## src/hw/temp_limit_consts.svh

```systemverilog
// Purpose: numeric constants for the temperature limit interrupt logic
// Assumes: included by bare name from design files
// Notes: widths, field positions, reset values and the hysteresis zero pad only
`ifndef TEMP_LIMIT_CONSTS_SVH
`define TEMP_LIMIT_CONSTS_SVH

`define TEMP_RAW_W 12
`define TEMP_SP_W 8
`define TEMP_HYST_W 3
`define TEMP_FRAC_W 4
`define TEMP_LOW_RES_DROP 3
`define TEMP_NINE_MSB 8
`define TEMP_RESULT_RST 12'h000
`define TEMP_HYST_PAD 6'h00

`endif

```

## src/hw/temp_limit_pkg.sv

```systemverilog
// Purpose: types shared by the temperature limit interrupt logic
// Assumes: temp_limit_consts.svh supplies the widths
// Notes: mode encoding order is repetitive, one-time, comparator
`include "temp_limit_consts.svh"

package temp_limit_pkg;

    // interrupt behaviour within an option
    typedef enum logic [1:0] {MODE_REPEAT, MODE_ONCE, MODE_COMPARE} tempMode_t;

    // programmable setpoints, two's complement, hysteresis unsigned, 1 degree step
    typedef struct packed {
        logic [`TEMP_SP_W-1:0] upper;
        logic [`TEMP_SP_W-1:0] lower;
        logic [`TEMP_SP_W-1:0] critical;
        logic [`TEMP_SP_W-1:0] upperRelease;
        logic [`TEMP_HYST_W-1:0] hysteresis;
    } limits_t;

    // per-source mask bits, zero lets the flag through
    typedef struct packed {
        logic high;
        logic low;
    } mask_t;

    // whole state of the block
    typedef struct packed {
        tempMode_t mode;
        logic extended;
        logic [`TEMP_RAW_W-1:0] result;
        logic statHigh;
        logic statLow;
        logic hiCond;
        logic loCond;
        logic hiArmed;
        logic loArmed;
        logic critCond;
        logic critLatch;
        logic intN;
        logic critN;
    } state_t;

endpackage

```

## src/hw/temp_limit_interrupt_logic.sv

```systemverilog
// Purpose: format conversion results and raise general and critical interrupts
// Assumes: conversion results and control strobes come from logic on clk
// Notes: comparisons run in 1/16 degree units so both resolutions share them
//
// Behaviour
// result is 9-bit or 12-bit two's complement
// every result compared with all setpoints
// setpoints are 8-bit two's complement degrees
// default reading is 9-bit, half-degree steps
// extended mode may report 12-bit sixteenth degrees
// hysteresis is 3-bit unsigned degrees
// normal and extended, each three behaviours
// normal repetitive re-fires above upper release
// normal one-time re-arms at upper release
// reset selects normal one-time behaviour
// normal comparator follows upper setpoint only
// extended repetitive flags latch until status read
// extended critical latch cleared by its read
// extended repetitive low holds until low+hysteresis
// extended repetitive high holds until upper-hysteresis
// extended critical alert above critical limit
// extended one-time low re-arms above upper
// extended one-time high re-arms at upper-hysteresis
// extended comparator low clears above low+hysteresis
// extended comparator high clears at upper-hysteresis
// flag drives interrupt only when mask zero
// status read clears, new comparisons set again
// critical releases at critical minus hysteresis
`include "temp_limit_consts.svh"
`timescale 1ns/1ps
`default_nettype none

module temp_limit_interrupt_logic
(
    input wire logic clk,
    input wire logic rst_b,
    input wire logic convDone,
    input wire logic [`TEMP_RAW_W-1:0] convRaw,
    input wire logic modeWrite,
    input wire temp_limit_pkg::tempMode_t modeIn,
    input wire logic extendedIn,
    input wire logic resolution12,
    input wire temp_limit_pkg::limits_t limits,
    input wire temp_limit_pkg::mask_t mask,
    input wire logic status1Read,
    input wire logic extMode1Read,
    output logic [`TEMP_RAW_W-1:0] tempResult,
    output logic statusHigh,
    output logic statusLow,
    output logic int_n,
    output logic critical_alert_n
);
    import temp_limit_pkg::*;

    // scale a signed degree value to a 13-bit sixteenth-degree value
    function automatic logic signed [12:0] toSixteenths(input logic signed [8:0] deg);
        toSixteenths = $signed({deg, 4'h0});
    endfunction

    // widen an 8-bit setpoint to 9 bits so offsets cannot overflow
    function automatic logic signed [8:0] widen(input logic [`TEMP_SP_W-1:0] sp);
        widen = $signed({sp[`TEMP_SP_W-1], sp});
    endfunction

    // hysteresis as a positive 9-bit signed offset
    function automatic logic signed [8:0] hystOf(input logic [`TEMP_HYST_W-1:0] h);
        hystOf = $signed({`TEMP_HYST_PAD, h});
    endfunction

    state_t s_q; // registered state
    state_t s_d; // next state

    logic useFine; // twelve-bit resolution in force
    logic [`TEMP_RAW_W-1:0] tTrunc; // result with dropped fraction bits zeroed
    logic signed [12:0] t13; // signed result used by every comparison
    logic signed [8:0] relHiDeg; // upper release point in degrees
    logic tGtUpper; // result above upper setpoint
    logic tLeRelHi; // result at or below upper release point
    logic tLeLower; // result at or below lower setpoint
    logic tGtLowRel; // result above lower setpoint plus hysteresis
    logic tGtCrit; // result above critical limit
    logic tLeCritRel; // result at or below critical minus hysteresis
    logic latching; // repetitive or one-time behaviour selected

    // threshold compare, shared by all modes
    always_comb
    begin
        // fine resolution only exists in the extended option
        useFine = s_q.extended & resolution12;
        tTrunc = convRaw;
        if (!useFine)
        begin
            // half-degree steps: drop the three lowest fraction bits
            tTrunc[`TEMP_LOW_RES_DROP-1:0] = 3'h0;
        end
        t13 = $signed({tTrunc[`TEMP_RAW_W-1], tTrunc});
        // extended uses upper minus hysteresis, normal comparator the upper itself
        if (s_q.extended)
        begin
            relHiDeg = widen(limits.upper) - hystOf(limits.hysteresis);
        end
        else if (s_q.mode == MODE_COMPARE)
        begin
            relHiDeg = widen(limits.upper);
        end
        else
        begin
            relHiDeg = widen(limits.upperRelease);
        end
        // every conversion meets every threshold
        tGtUpper = t13 > toSixteenths(widen(limits.upper));
        tLeRelHi = t13 <= toSixteenths(relHiDeg);
        tLeLower = t13 <= toSixteenths(widen(limits.lower));
        tGtLowRel = t13 > toSixteenths(widen(limits.lower) + hystOf(limits.hysteresis));
        tGtCrit = t13 > toSixteenths(widen(limits.critical));
        tLeCritRel = t13 <= toSixteenths(widen(limits.critical) - hystOf(limits.hysteresis));
        latching = (s_q.mode != MODE_COMPARE);
    end

    // next-state logic: reads clear first, then a conversion may set again
    always_comb
    begin
        s_d = s_q;
        // a mode change selects the pin source at once and the comparisons from the next conversion
        if (modeWrite)
        begin
            s_d.mode = modeIn;
            s_d.extended = extendedIn;
        end
        // read clears both flags; a set below in the same cycle wins
        if (status1Read)
        begin
            s_d.statHigh = 1'b0;
            s_d.statLow = 1'b0;
        end
        // critical latch has its own read, status reads leave it alone
        if (extMode1Read)
        begin
            s_d.critLatch = 1'b0;
        end
        if (convDone)
        begin
            // nine-bit value sign-extended, or full twelve bits
            if (useFine)
            begin
                s_d.result = convRaw;
            end
            else
            begin
                s_d.result = {{`TEMP_LOW_RES_DROP{convRaw[`TEMP_RAW_W-1]}},
                              convRaw[`TEMP_RAW_W-1:`TEMP_LOW_RES_DROP]};
            end
            // upper condition holds from crossing until the release point
            s_d.hiCond = tGtUpper | (s_q.hiCond & ~tLeRelHi);
            // lower side exists only in the extended option
            s_d.loCond = s_q.extended & (tLeLower | (s_q.loCond & ~tGtLowRel));
            s_d.critCond = s_q.extended & (tGtCrit | (s_q.critCond & ~tLeCritRel));
            unique case (s_q.mode)
                MODE_REPEAT:
                begin
                    // re-fires on every conversion while the condition holds
                    if (s_d.hiCond)
                    begin
                        s_d.statHigh = 1'b1;
                    end
                    if (s_d.loCond)
                    begin
                        s_d.statLow = 1'b1;
                    end
                end
                MODE_ONCE:
                begin
                    // one shot per excursion, upper shot re-armed by the release point
                    if (tGtUpper && s_q.hiArmed)
                    begin
                        s_d.statHigh = 1'b1;
                        s_d.hiArmed = 1'b0;
                    end
                    else if (tLeRelHi)
                    begin
                        s_d.hiArmed = 1'b1;
                    end
                    // lower shot re-armed only by a result above the upper setpoint
                    if (s_q.extended && tLeLower && s_q.loArmed)
                    begin
                        s_d.statLow = 1'b1;
                        s_d.loArmed = 1'b0;
                    end
                    else if (tGtUpper)
                    begin
                        s_d.loArmed = 1'b1;
                    end
                end
                MODE_COMPARE:
                begin
                    // flags set while the conditions hold and clear only on a status read; the pin follows the conditions directly
                    if (s_d.hiCond)
                    begin
                        s_d.statHigh = 1'b1;
                    end
                    if (s_d.loCond)
                    begin
                        s_d.statLow = 1'b1;
                    end
                end
                default:
                begin
                    // unused code: flags and arming bits hold, conditions, result and critical latch still update
                    s_d.hiArmed = s_q.hiArmed;
                end
            endcase
            // latching critical alert in repetitive and one-time
            if (latching && s_d.critCond)
            begin
                s_d.critLatch = 1'b1;
            end
        end
        // comparator pins follow conditions, latching modes follow flags
        if (s_d.mode == MODE_COMPARE)
        begin
            s_d.intN = ~((s_d.hiCond & ~mask.high) | (s_d.loCond & ~mask.low));
            s_d.critN = ~(s_d.extended & s_d.critCond);
        end
        else
        begin
            s_d.intN = ~((s_d.statHigh & ~mask.high) | (s_d.statLow & ~mask.low));
            s_d.critN = ~(s_d.extended & s_d.critLatch);
        end
    end

    // state register; reset gives normal one-time, all flags clear
    always_ff @(posedge clk)
    begin
        if (!rst_b)
        begin
            s_q.mode <= MODE_ONCE;
            s_q.extended <= 1'b0;
            s_q.result <= `TEMP_RESULT_RST;
            s_q.statHigh <= 1'b0;
            s_q.statLow <= 1'b0;
            s_q.hiCond <= 1'b0;
            s_q.loCond <= 1'b0;
            s_q.hiArmed <= 1'b1;
            s_q.loArmed <= 1'b1;
            s_q.critCond <= 1'b0;
            s_q.critLatch <= 1'b0;
            s_q.intN <= 1'b1;
            s_q.critN <= 1'b1;
        end
        else
        begin
            s_q <= s_d;
        end
    end

    // outputs straight from the state register
    assign tempResult = s_q.result;
    assign statusHigh = s_q.statHigh;
    assign statusLow = s_q.statLow;
    assign int_n = s_q.intN;
    assign critical_alert_n = s_q.critN;
endmodule // temp_limit_interrupt_logic

`default_nettype wire

```

## config.mk

```make
export PLATFORM = sky130hd
export DESIGN_NAME = temp_limit_interrupt_logic
export DESIGN_NICKNAME = d
export VERILOG_FILES = /design/src/hw/temp_limit_pkg.sv /design/src/hw/temp_limit_interrupt_logic.sv
export VERILOG_INCLUDE_DIRS = /design/src /design/src/hw
export SDC_FILE = /design/constraint.sdc
export NUM_CORES = 1
export LEC_CHECK = 0
export ABC_AREA = 0
export BUFFER_PORTS_ARGS = -buffer_cell sky130_fd_sc_hd__buf_4
export CORE_MARGIN = 2
export CORE_UTILIZATION = 55
export DETAILED_ROUTE_END_ITERATION = 12
export PLACE_DENSITY = 0.92
export SLEW_MARGIN = 20
export SYNTH_ARGS = -nofsm -noshare
export SYNTH_HDL_FRONTEND = slang
export SYNTH_SLANG_ARGS = --single-unit
```

## constraint.sdc

```tcl
create_clock -name clk -period 8.6 [get_ports clk]
set_clock_uncertainty 0.2 [all_clocks]
set_input_delay 2.58 -clock clk [delete_from_list [all_inputs] [get_ports clk]]
set_output_delay 2.58 -clock clk [all_outputs]
set_load 0.05 [all_outputs]
```

* Yosys cells after proc, flatten, opt, wreduce, memory -nomap -nowiden
Index checks and enable logic that the tools add are counted.
** Operators by class
- Bitwise gates (word level) :: 26
- Magnitude comparators :: 6
- $add $sub $neg :: 3
- Equality and inequality tests :: 4
- Multiplexer cells :: 21
- Reduce and logical (&&, ||, !) cells :: 10
** Operators by type and width (count)
- less-or-equal comparator 12 x 13 -> 1 bit :: 2
- > comparator 12 bit :: 2
- two-way mux 9 bit :: 2
- subtractor 8 x 4 -> 9 bit :: 2
- > comparator 12 x 13 -> 1 bit :: 1
- bitwise AND 1 bit :: 12
- less-or-equal comparator 12 bit :: 1
- two-way mux 1 bit :: 12
- two-way mux 11 bit :: 1
- adder 8 x 4 -> 9 bit :: 1
- NOT 1 bit :: 9
- two-way mux 8 bit :: 1
- two-way mux 3 bit :: 2
- AND reduction 3 bit :: 2
- OR 1 bit :: 5
- equality test 2 bit, second input constant :: 2
- logical AND 1 bit :: 4
- two-way mux 2 bit :: 2
- case mux 2 bit (2 select lines) :: 1
- nonzero test 2 bit :: 2
- equality test 2 x 1 -> 1 bit, second input constant :: 1
- logical NOT 2 bit :: 1
- inequality test 2 bit, second input constant :: 1
- OR reduction 2 bit :: 1
** Word-level totals
- Bits in registers :: 25
- Output and inout bits :: 16

* Logic depth before layout (Yosys ltp)
- Word-level depth :: 14
- Gate-level depth with buffers :: 16
- Gate-level depth less buffers :: 16

* Worst setup path after synthesis
Ideal clock, no wire load.
- Path kind :: in2reg
- Start point :: input limits[27] in the netlist's numbering
- End point :: register s_q (netlist bit statusHigh)
- Buffers on the path :: 0
- Slack :: 3.057 ns
- Data required time :: 8.286 ns
- Stages on the path :: 14
- Setup time :: 0.114 ns
- Arrival time :: 5.228 ns
- Path through :: inv_1 ha_1 fa_1 o21ai_0 nor3_1 xnor2_1 nand2_1 o21ai_0 ha_1 a21o_1 a2111oi_0 a21boi_1 a221oi_2 and2b_1
** On the way
- Word-level cells in the longest chain between the ends :: 9
- Elaborated cells between the ends (all ways) :: 13
- Classes of those cells :: add/sub (1); order compare (2); mux (6); bitwise (3); reduce/logical (1)
** RTL lines
- start, declared :: line temp_limit_interrupt_logic.sv:43 : input wire temp_limit_pkg::limits_t limits,
- subtractor 8 x 4 -> 9 bit or two-way mux 9 bit (tied branches) :: line temp_limit_interrupt_logic.sv:100, temp_limit_interrupt_logic.sv:102
- two-way mux 9 bit :: line temp_limit_interrupt_logic.sv:98 : if (s_q.extended)
- less-or-equal comparator 12 x 13 -> 1 bit :: line temp_limit_interrupt_logic.sv:112 : tLeRelHi = t13 <= toSixteenths(relHiDeg);
- NOT 1 bit :: line temp_limit_interrupt_logic.sv:154 : s_d.hiCond = tGtUpper | (s_q.hiCond & ~tLeRelHi);
- bitwise AND 1 bit :: line temp_limit_interrupt_logic.sv:154
- OR 1 bit :: line temp_limit_interrupt_logic.sv:154
- two-way mux 1 bit :: line temp_limit_interrupt_logic.sv:162, temp_limit_interrupt_logic.sv:197
- case mux 2 bit (2 select lines) (*) :: line temp_limit_interrupt_logic.sv:158 : unique case (s_q.mode)
- two-way mux 8 bit (*) :: line temp_limit_interrupt_logic.sv:141 : if (convDone)
- end, declared :: line temp_limit_interrupt_logic.sv:70 : state_t s_q;
Every way passes the cells marked *; elsewhere a longest branch is shown, timed or not.
A chain may end at the register's enable or synchronous reset.

* Final worst setup path
- Start point :: input limits[0] in the netlist's numbering
- End point :: register s_q (netlist bit int_n)
** On the way
- Word-level cells in the longest chain between the ends :: 13
- Elaborated cells between the ends (all ways) :: 25
- Classes of those cells :: add/sub (2); order compare (2); mux (6); bitwise (15)
** RTL lines
- subtractor 8 x 4 -> 9 bit or adder 8 x 4 -> 9 bit (tied branches) :: line temp_limit_interrupt_logic.sv:100, temp_limit_interrupt_logic.sv:114
- two-way mux 9 bit or > comparator 12 x 13 -> 1 bit (tied branches) :: line temp_limit_interrupt_logic.sv:98, temp_limit_interrupt_logic.sv:114
- less-or-equal comparator 12 x 13 -> 1 bit or NOT 1 bit (tied branches) :: line temp_limit_interrupt_logic.sv:112, temp_limit_interrupt_logic.sv:156
- NOT 1 bit or bitwise AND 1 bit (tied branches) :: line temp_limit_interrupt_logic.sv:154, temp_limit_interrupt_logic.sv:156
- bitwise AND 1 bit or OR 1 bit (tied branches) :: line temp_limit_interrupt_logic.sv:154, temp_limit_interrupt_logic.sv:156
- OR 1 bit or bitwise AND 1 bit (tied branches) :: line temp_limit_interrupt_logic.sv:154, temp_limit_interrupt_logic.sv:156
- two-way mux 1 bit (on tied branches)
- case mux 2 bit (2 select lines) :: line temp_limit_interrupt_logic.sv:158
- two-way mux 8 bit (*) :: line temp_limit_interrupt_logic.sv:141
- bitwise AND 1 bit :: line temp_limit_interrupt_logic.sv:226 : s_d.intN = ~((s_d.statHigh & ~mask.high) | (s_d.statLow & ~mask.low));
- OR 1 bit :: line temp_limit_interrupt_logic.sv:226
- NOT 1 bit :: line temp_limit_interrupt_logic.sv:226
- two-way mux 2 bit (*) :: line temp_limit_interrupt_logic.sv:219 : if (s_d.mode == MODE_COMPARE)
Marks and branches as above.

==> impl_metrics.py <==
metrics = {
    "clock_network": {
        "cts.sinks": 25,
        "clk_pin_slew_ns": 0.09,
        "postCtsHoldBufs": 0,
        "cts_buffers": 3,
        "h-tree-depth": 1,
        "tritoncts": "built",
        "clockBufferDepth": 2,
        "post_cts_resized": 0,
        "clock_latency_ns": 0.27,
        "postCtsSetupBuffers": 0,
        "cts-root-buf": "clkbuf_8",
    },
    "min_path": {
        "hp-class": "register to register",
    },
    "global_routing": {
        "antenna_found_initial": 0,
        "grt_pass1_vias": 3198,
        "track_usage": 0.273,
        "grt_pass1_wl_mm": 14.0,
        "overflow": 0,
        "grt_max_degree": 30,
    },
    "synth": {
        "ys_warn_count": 0,
        "synth_largest_area_cell": "ha_1",
        "synthTopCellsByArea": "ha_1 23%, dfxtp_1 16%, inv_1 5.2%",
        "synth_ff_type": "dfxtp_1",
        "ys_ff_latch": 25,
        "syn_inst": 411,
        "mappedNetlistNets": 533,
        "synth_edf_count": 0,
        "synth_area_um2": 3220,
        "synth_largest_type_area_fraction": 0.233,
        "yosysSeqAreaShare": 0.155,
        "ys_async_sr_fraction": 0,
        "avgSynthCellArea_um2": 7.84,
        "synthDistinctLibCells": 55,
    },
    "setup_path": {
        "critPathMaxFanout": 4,
        "path_class": "primary input to register",
        "endpoint_kind": "register",
        "cp.required_ns": 8.60,
        "cp.arrival_ns": 5.82,
        "startpoint_type": "primary input",
    },
    "placement": {
        "dp_hpwl_mm": 6.86,
        "io_buffers": 74,
        "place.gp.congestion": 0.898,
        "dp_cells": 535,
        "pre_cts_ws_ns": 2.52,
    },
    "route": {
        "vias": 3209,
        "wl_per_cell_um": 15.9,
        "dr.pass1.iters": 4,
        "wl_mm": 8.58,
        "drc_errors": 0,
        "vias_per_cell": 5.95,
        "drt_iter0_drc": 161,
        "postRouteAntennaNets": 0,
    },
    "die": {
        "dieArea_um2": 6480,
        "die_h_um": 80.5,
        "core_region_area_um2": 5570,
        "initial_core_util": 0.578,
        "die_x_um": 80.5,
        "num_rows": 27,
        "ios": 75,
    },
    "sta": {
        "timing.final.ws_setup_ns": 2.78,
        "maxSlewViolCount": 0,
        "fin_crit_sh": 0.677,
        "finalHoldViolCount": 0,
        "fin_setup_tns_ns": 0,
        "fmax_ghz": 0.172,
        "rsz0062_at_grt": "false",
        "slew_headroom": 0.362,
        "period_needed_ns": 5.82,
        "finalSetupViolCount": 0,
        "tightest_slew_ns": 0.953,
    },
    "run_status": {
        "outcome": "complete, no violations",
    },
    "layout": {
        "post-route-util": 0.680,
        "final_cells": 539,
        "antenna_cells": 0,
        "fin_nets": 590,
        "final_layout_size_suffix_gt1_frac": 0.188,
        "area_delta_synth_final_pct": 17.7,
    },
    "pwr": {
        "p_leak_nw": 1.90,
        "p_per_area_nw_per_um2": 104,
        "ir_drop_v": 0.000119,
    },
    "run": {
        "cap_violations": 0,
    },
}
-- state kept, by name (all words and copies together), names as in the netlist --
name,count
tempResult,12
int_n,1
statusHigh,1
critical_alert_n,1
s_q,9
statusLow,1
-- cell usage in the layout (no fill, tap or decap), types with 4 or more instances in the layout --
cell	count
a211oi_1	4
o21a_1	9
o211a_1	9
o21ai_0	23
a21boi_0	4
ha_1	60
nor2_1	17
mux2_2	4
a21o_1	8
dfxtp_1	25
mux2i_1	4
o211ai_1	5
nand2_1	29
nand4_1	9
buf_4	75
nor2b_1	15
a31oi_1	4
xnor2_1	17
inv_1	45
nand3_1	23
a21oi_1	22
nor3_1	8
-- where the power goes --
part / total (mW) / internal, mW / switching [mW] / leakage, nW
Clock: 0.0725 / 0.0329 / 0.0396 / 0.0217
Sequential: 0.128 / 0.123 / 0.00540 / 0.206
Combinational: 0.193 / 0.0842 / 0.109 / 1.67
-- kinds of logic (layout without fill, tap and decap cells) --
kind of cell | after synthesis | in the layout | synth area share
simple gates | 120 | 120 | 0.190
xor+xnor | 17 | 17 | 0.0462
compound gates | 110 | 110 | 0.237
mux | 8 | 8 | 0.0264
buf+inv | 68 | 124 | 0.0936
fa+ha+maj | 63 | 63 | 0.252
flops | 25 | 25 | 0.155
-- worst paths after layout --
check	end	startpoint	cells past startpoint	slack [ns]
max	int_n	limits[0]	15	2.78
min	tempResult[6]	tempResult[6]	1	0.30
max reg2reg	int_n	s_q[24]	11	4.88
min reg2reg	tempResult[6]	tempResult[6]	1	0.30
-- synthesized netlist by cell type, drive strengths merged (9+ instances only) --
cell,instances
ha,60
inv,45
nand2,29
dfxtp,25
o21ai,24
nand3,23
a21oi,22
nor2,17
xnor2,17
buf,15
nor2b,15
nand4,9
o211a,9
o21a,9
-- metal layers --
metal / vias up / GRT usage / routed length, µm
li1: 1583 / - / -
met1: 1469 / 0.329 / 3670
met2: 136 / 0.488 / 4110
met3: 21 / 0.0427 / 578
met4: 0 / 0.0966 / 215
met5: - / 0 / 0
-- per-stage QoR --
stage | total power [mW] | area (µm²) | hold slack [ns]
global placement | 0.312 | 3740 | 0.269
finish | 0.394 | 3790 | 0.296
floorplan | 0.260 | 3220 | 0.255
CTS | 0.393 | 3790 | 0.299
global route | 0.423 | 3790 | 0.331
detailed placement | 0.321 | 3740 | 0.269
-- area by class of cell --
| type | instances | area (µm²) |
|---|---|---|
| Inverter | 45 | 169 |
| Fill cell | 462 | 1780 |
| Timing Repair Buffer | 75 | 563 |
| Clock buffer | 3 | 41.3 |
| Multi-Input combinational cell | 318 | 2420 |
| Sequential cell | 25 | 500 |
| Tap cell | 72 | 90.1 |
| Clock inverter | 1 | 7.51 |
-- critical path: stages --
cell	delay, ns
buf_4	0.13
ha_1	0.22
fa_1	0.42
o21ai_0	0.33
nor3_1	0.13
xnor2_1	0.15
nand2_1	0.07
o21ai_0	0.09
ha_1	0.32
a21o_1	0.18
a2111oi_0	0.46
a21boi_1	0.22
a221oi_2	0.29
o21ai_1	0.08
o22ai_1	0.16
Power figures use the tool's default switching activity.
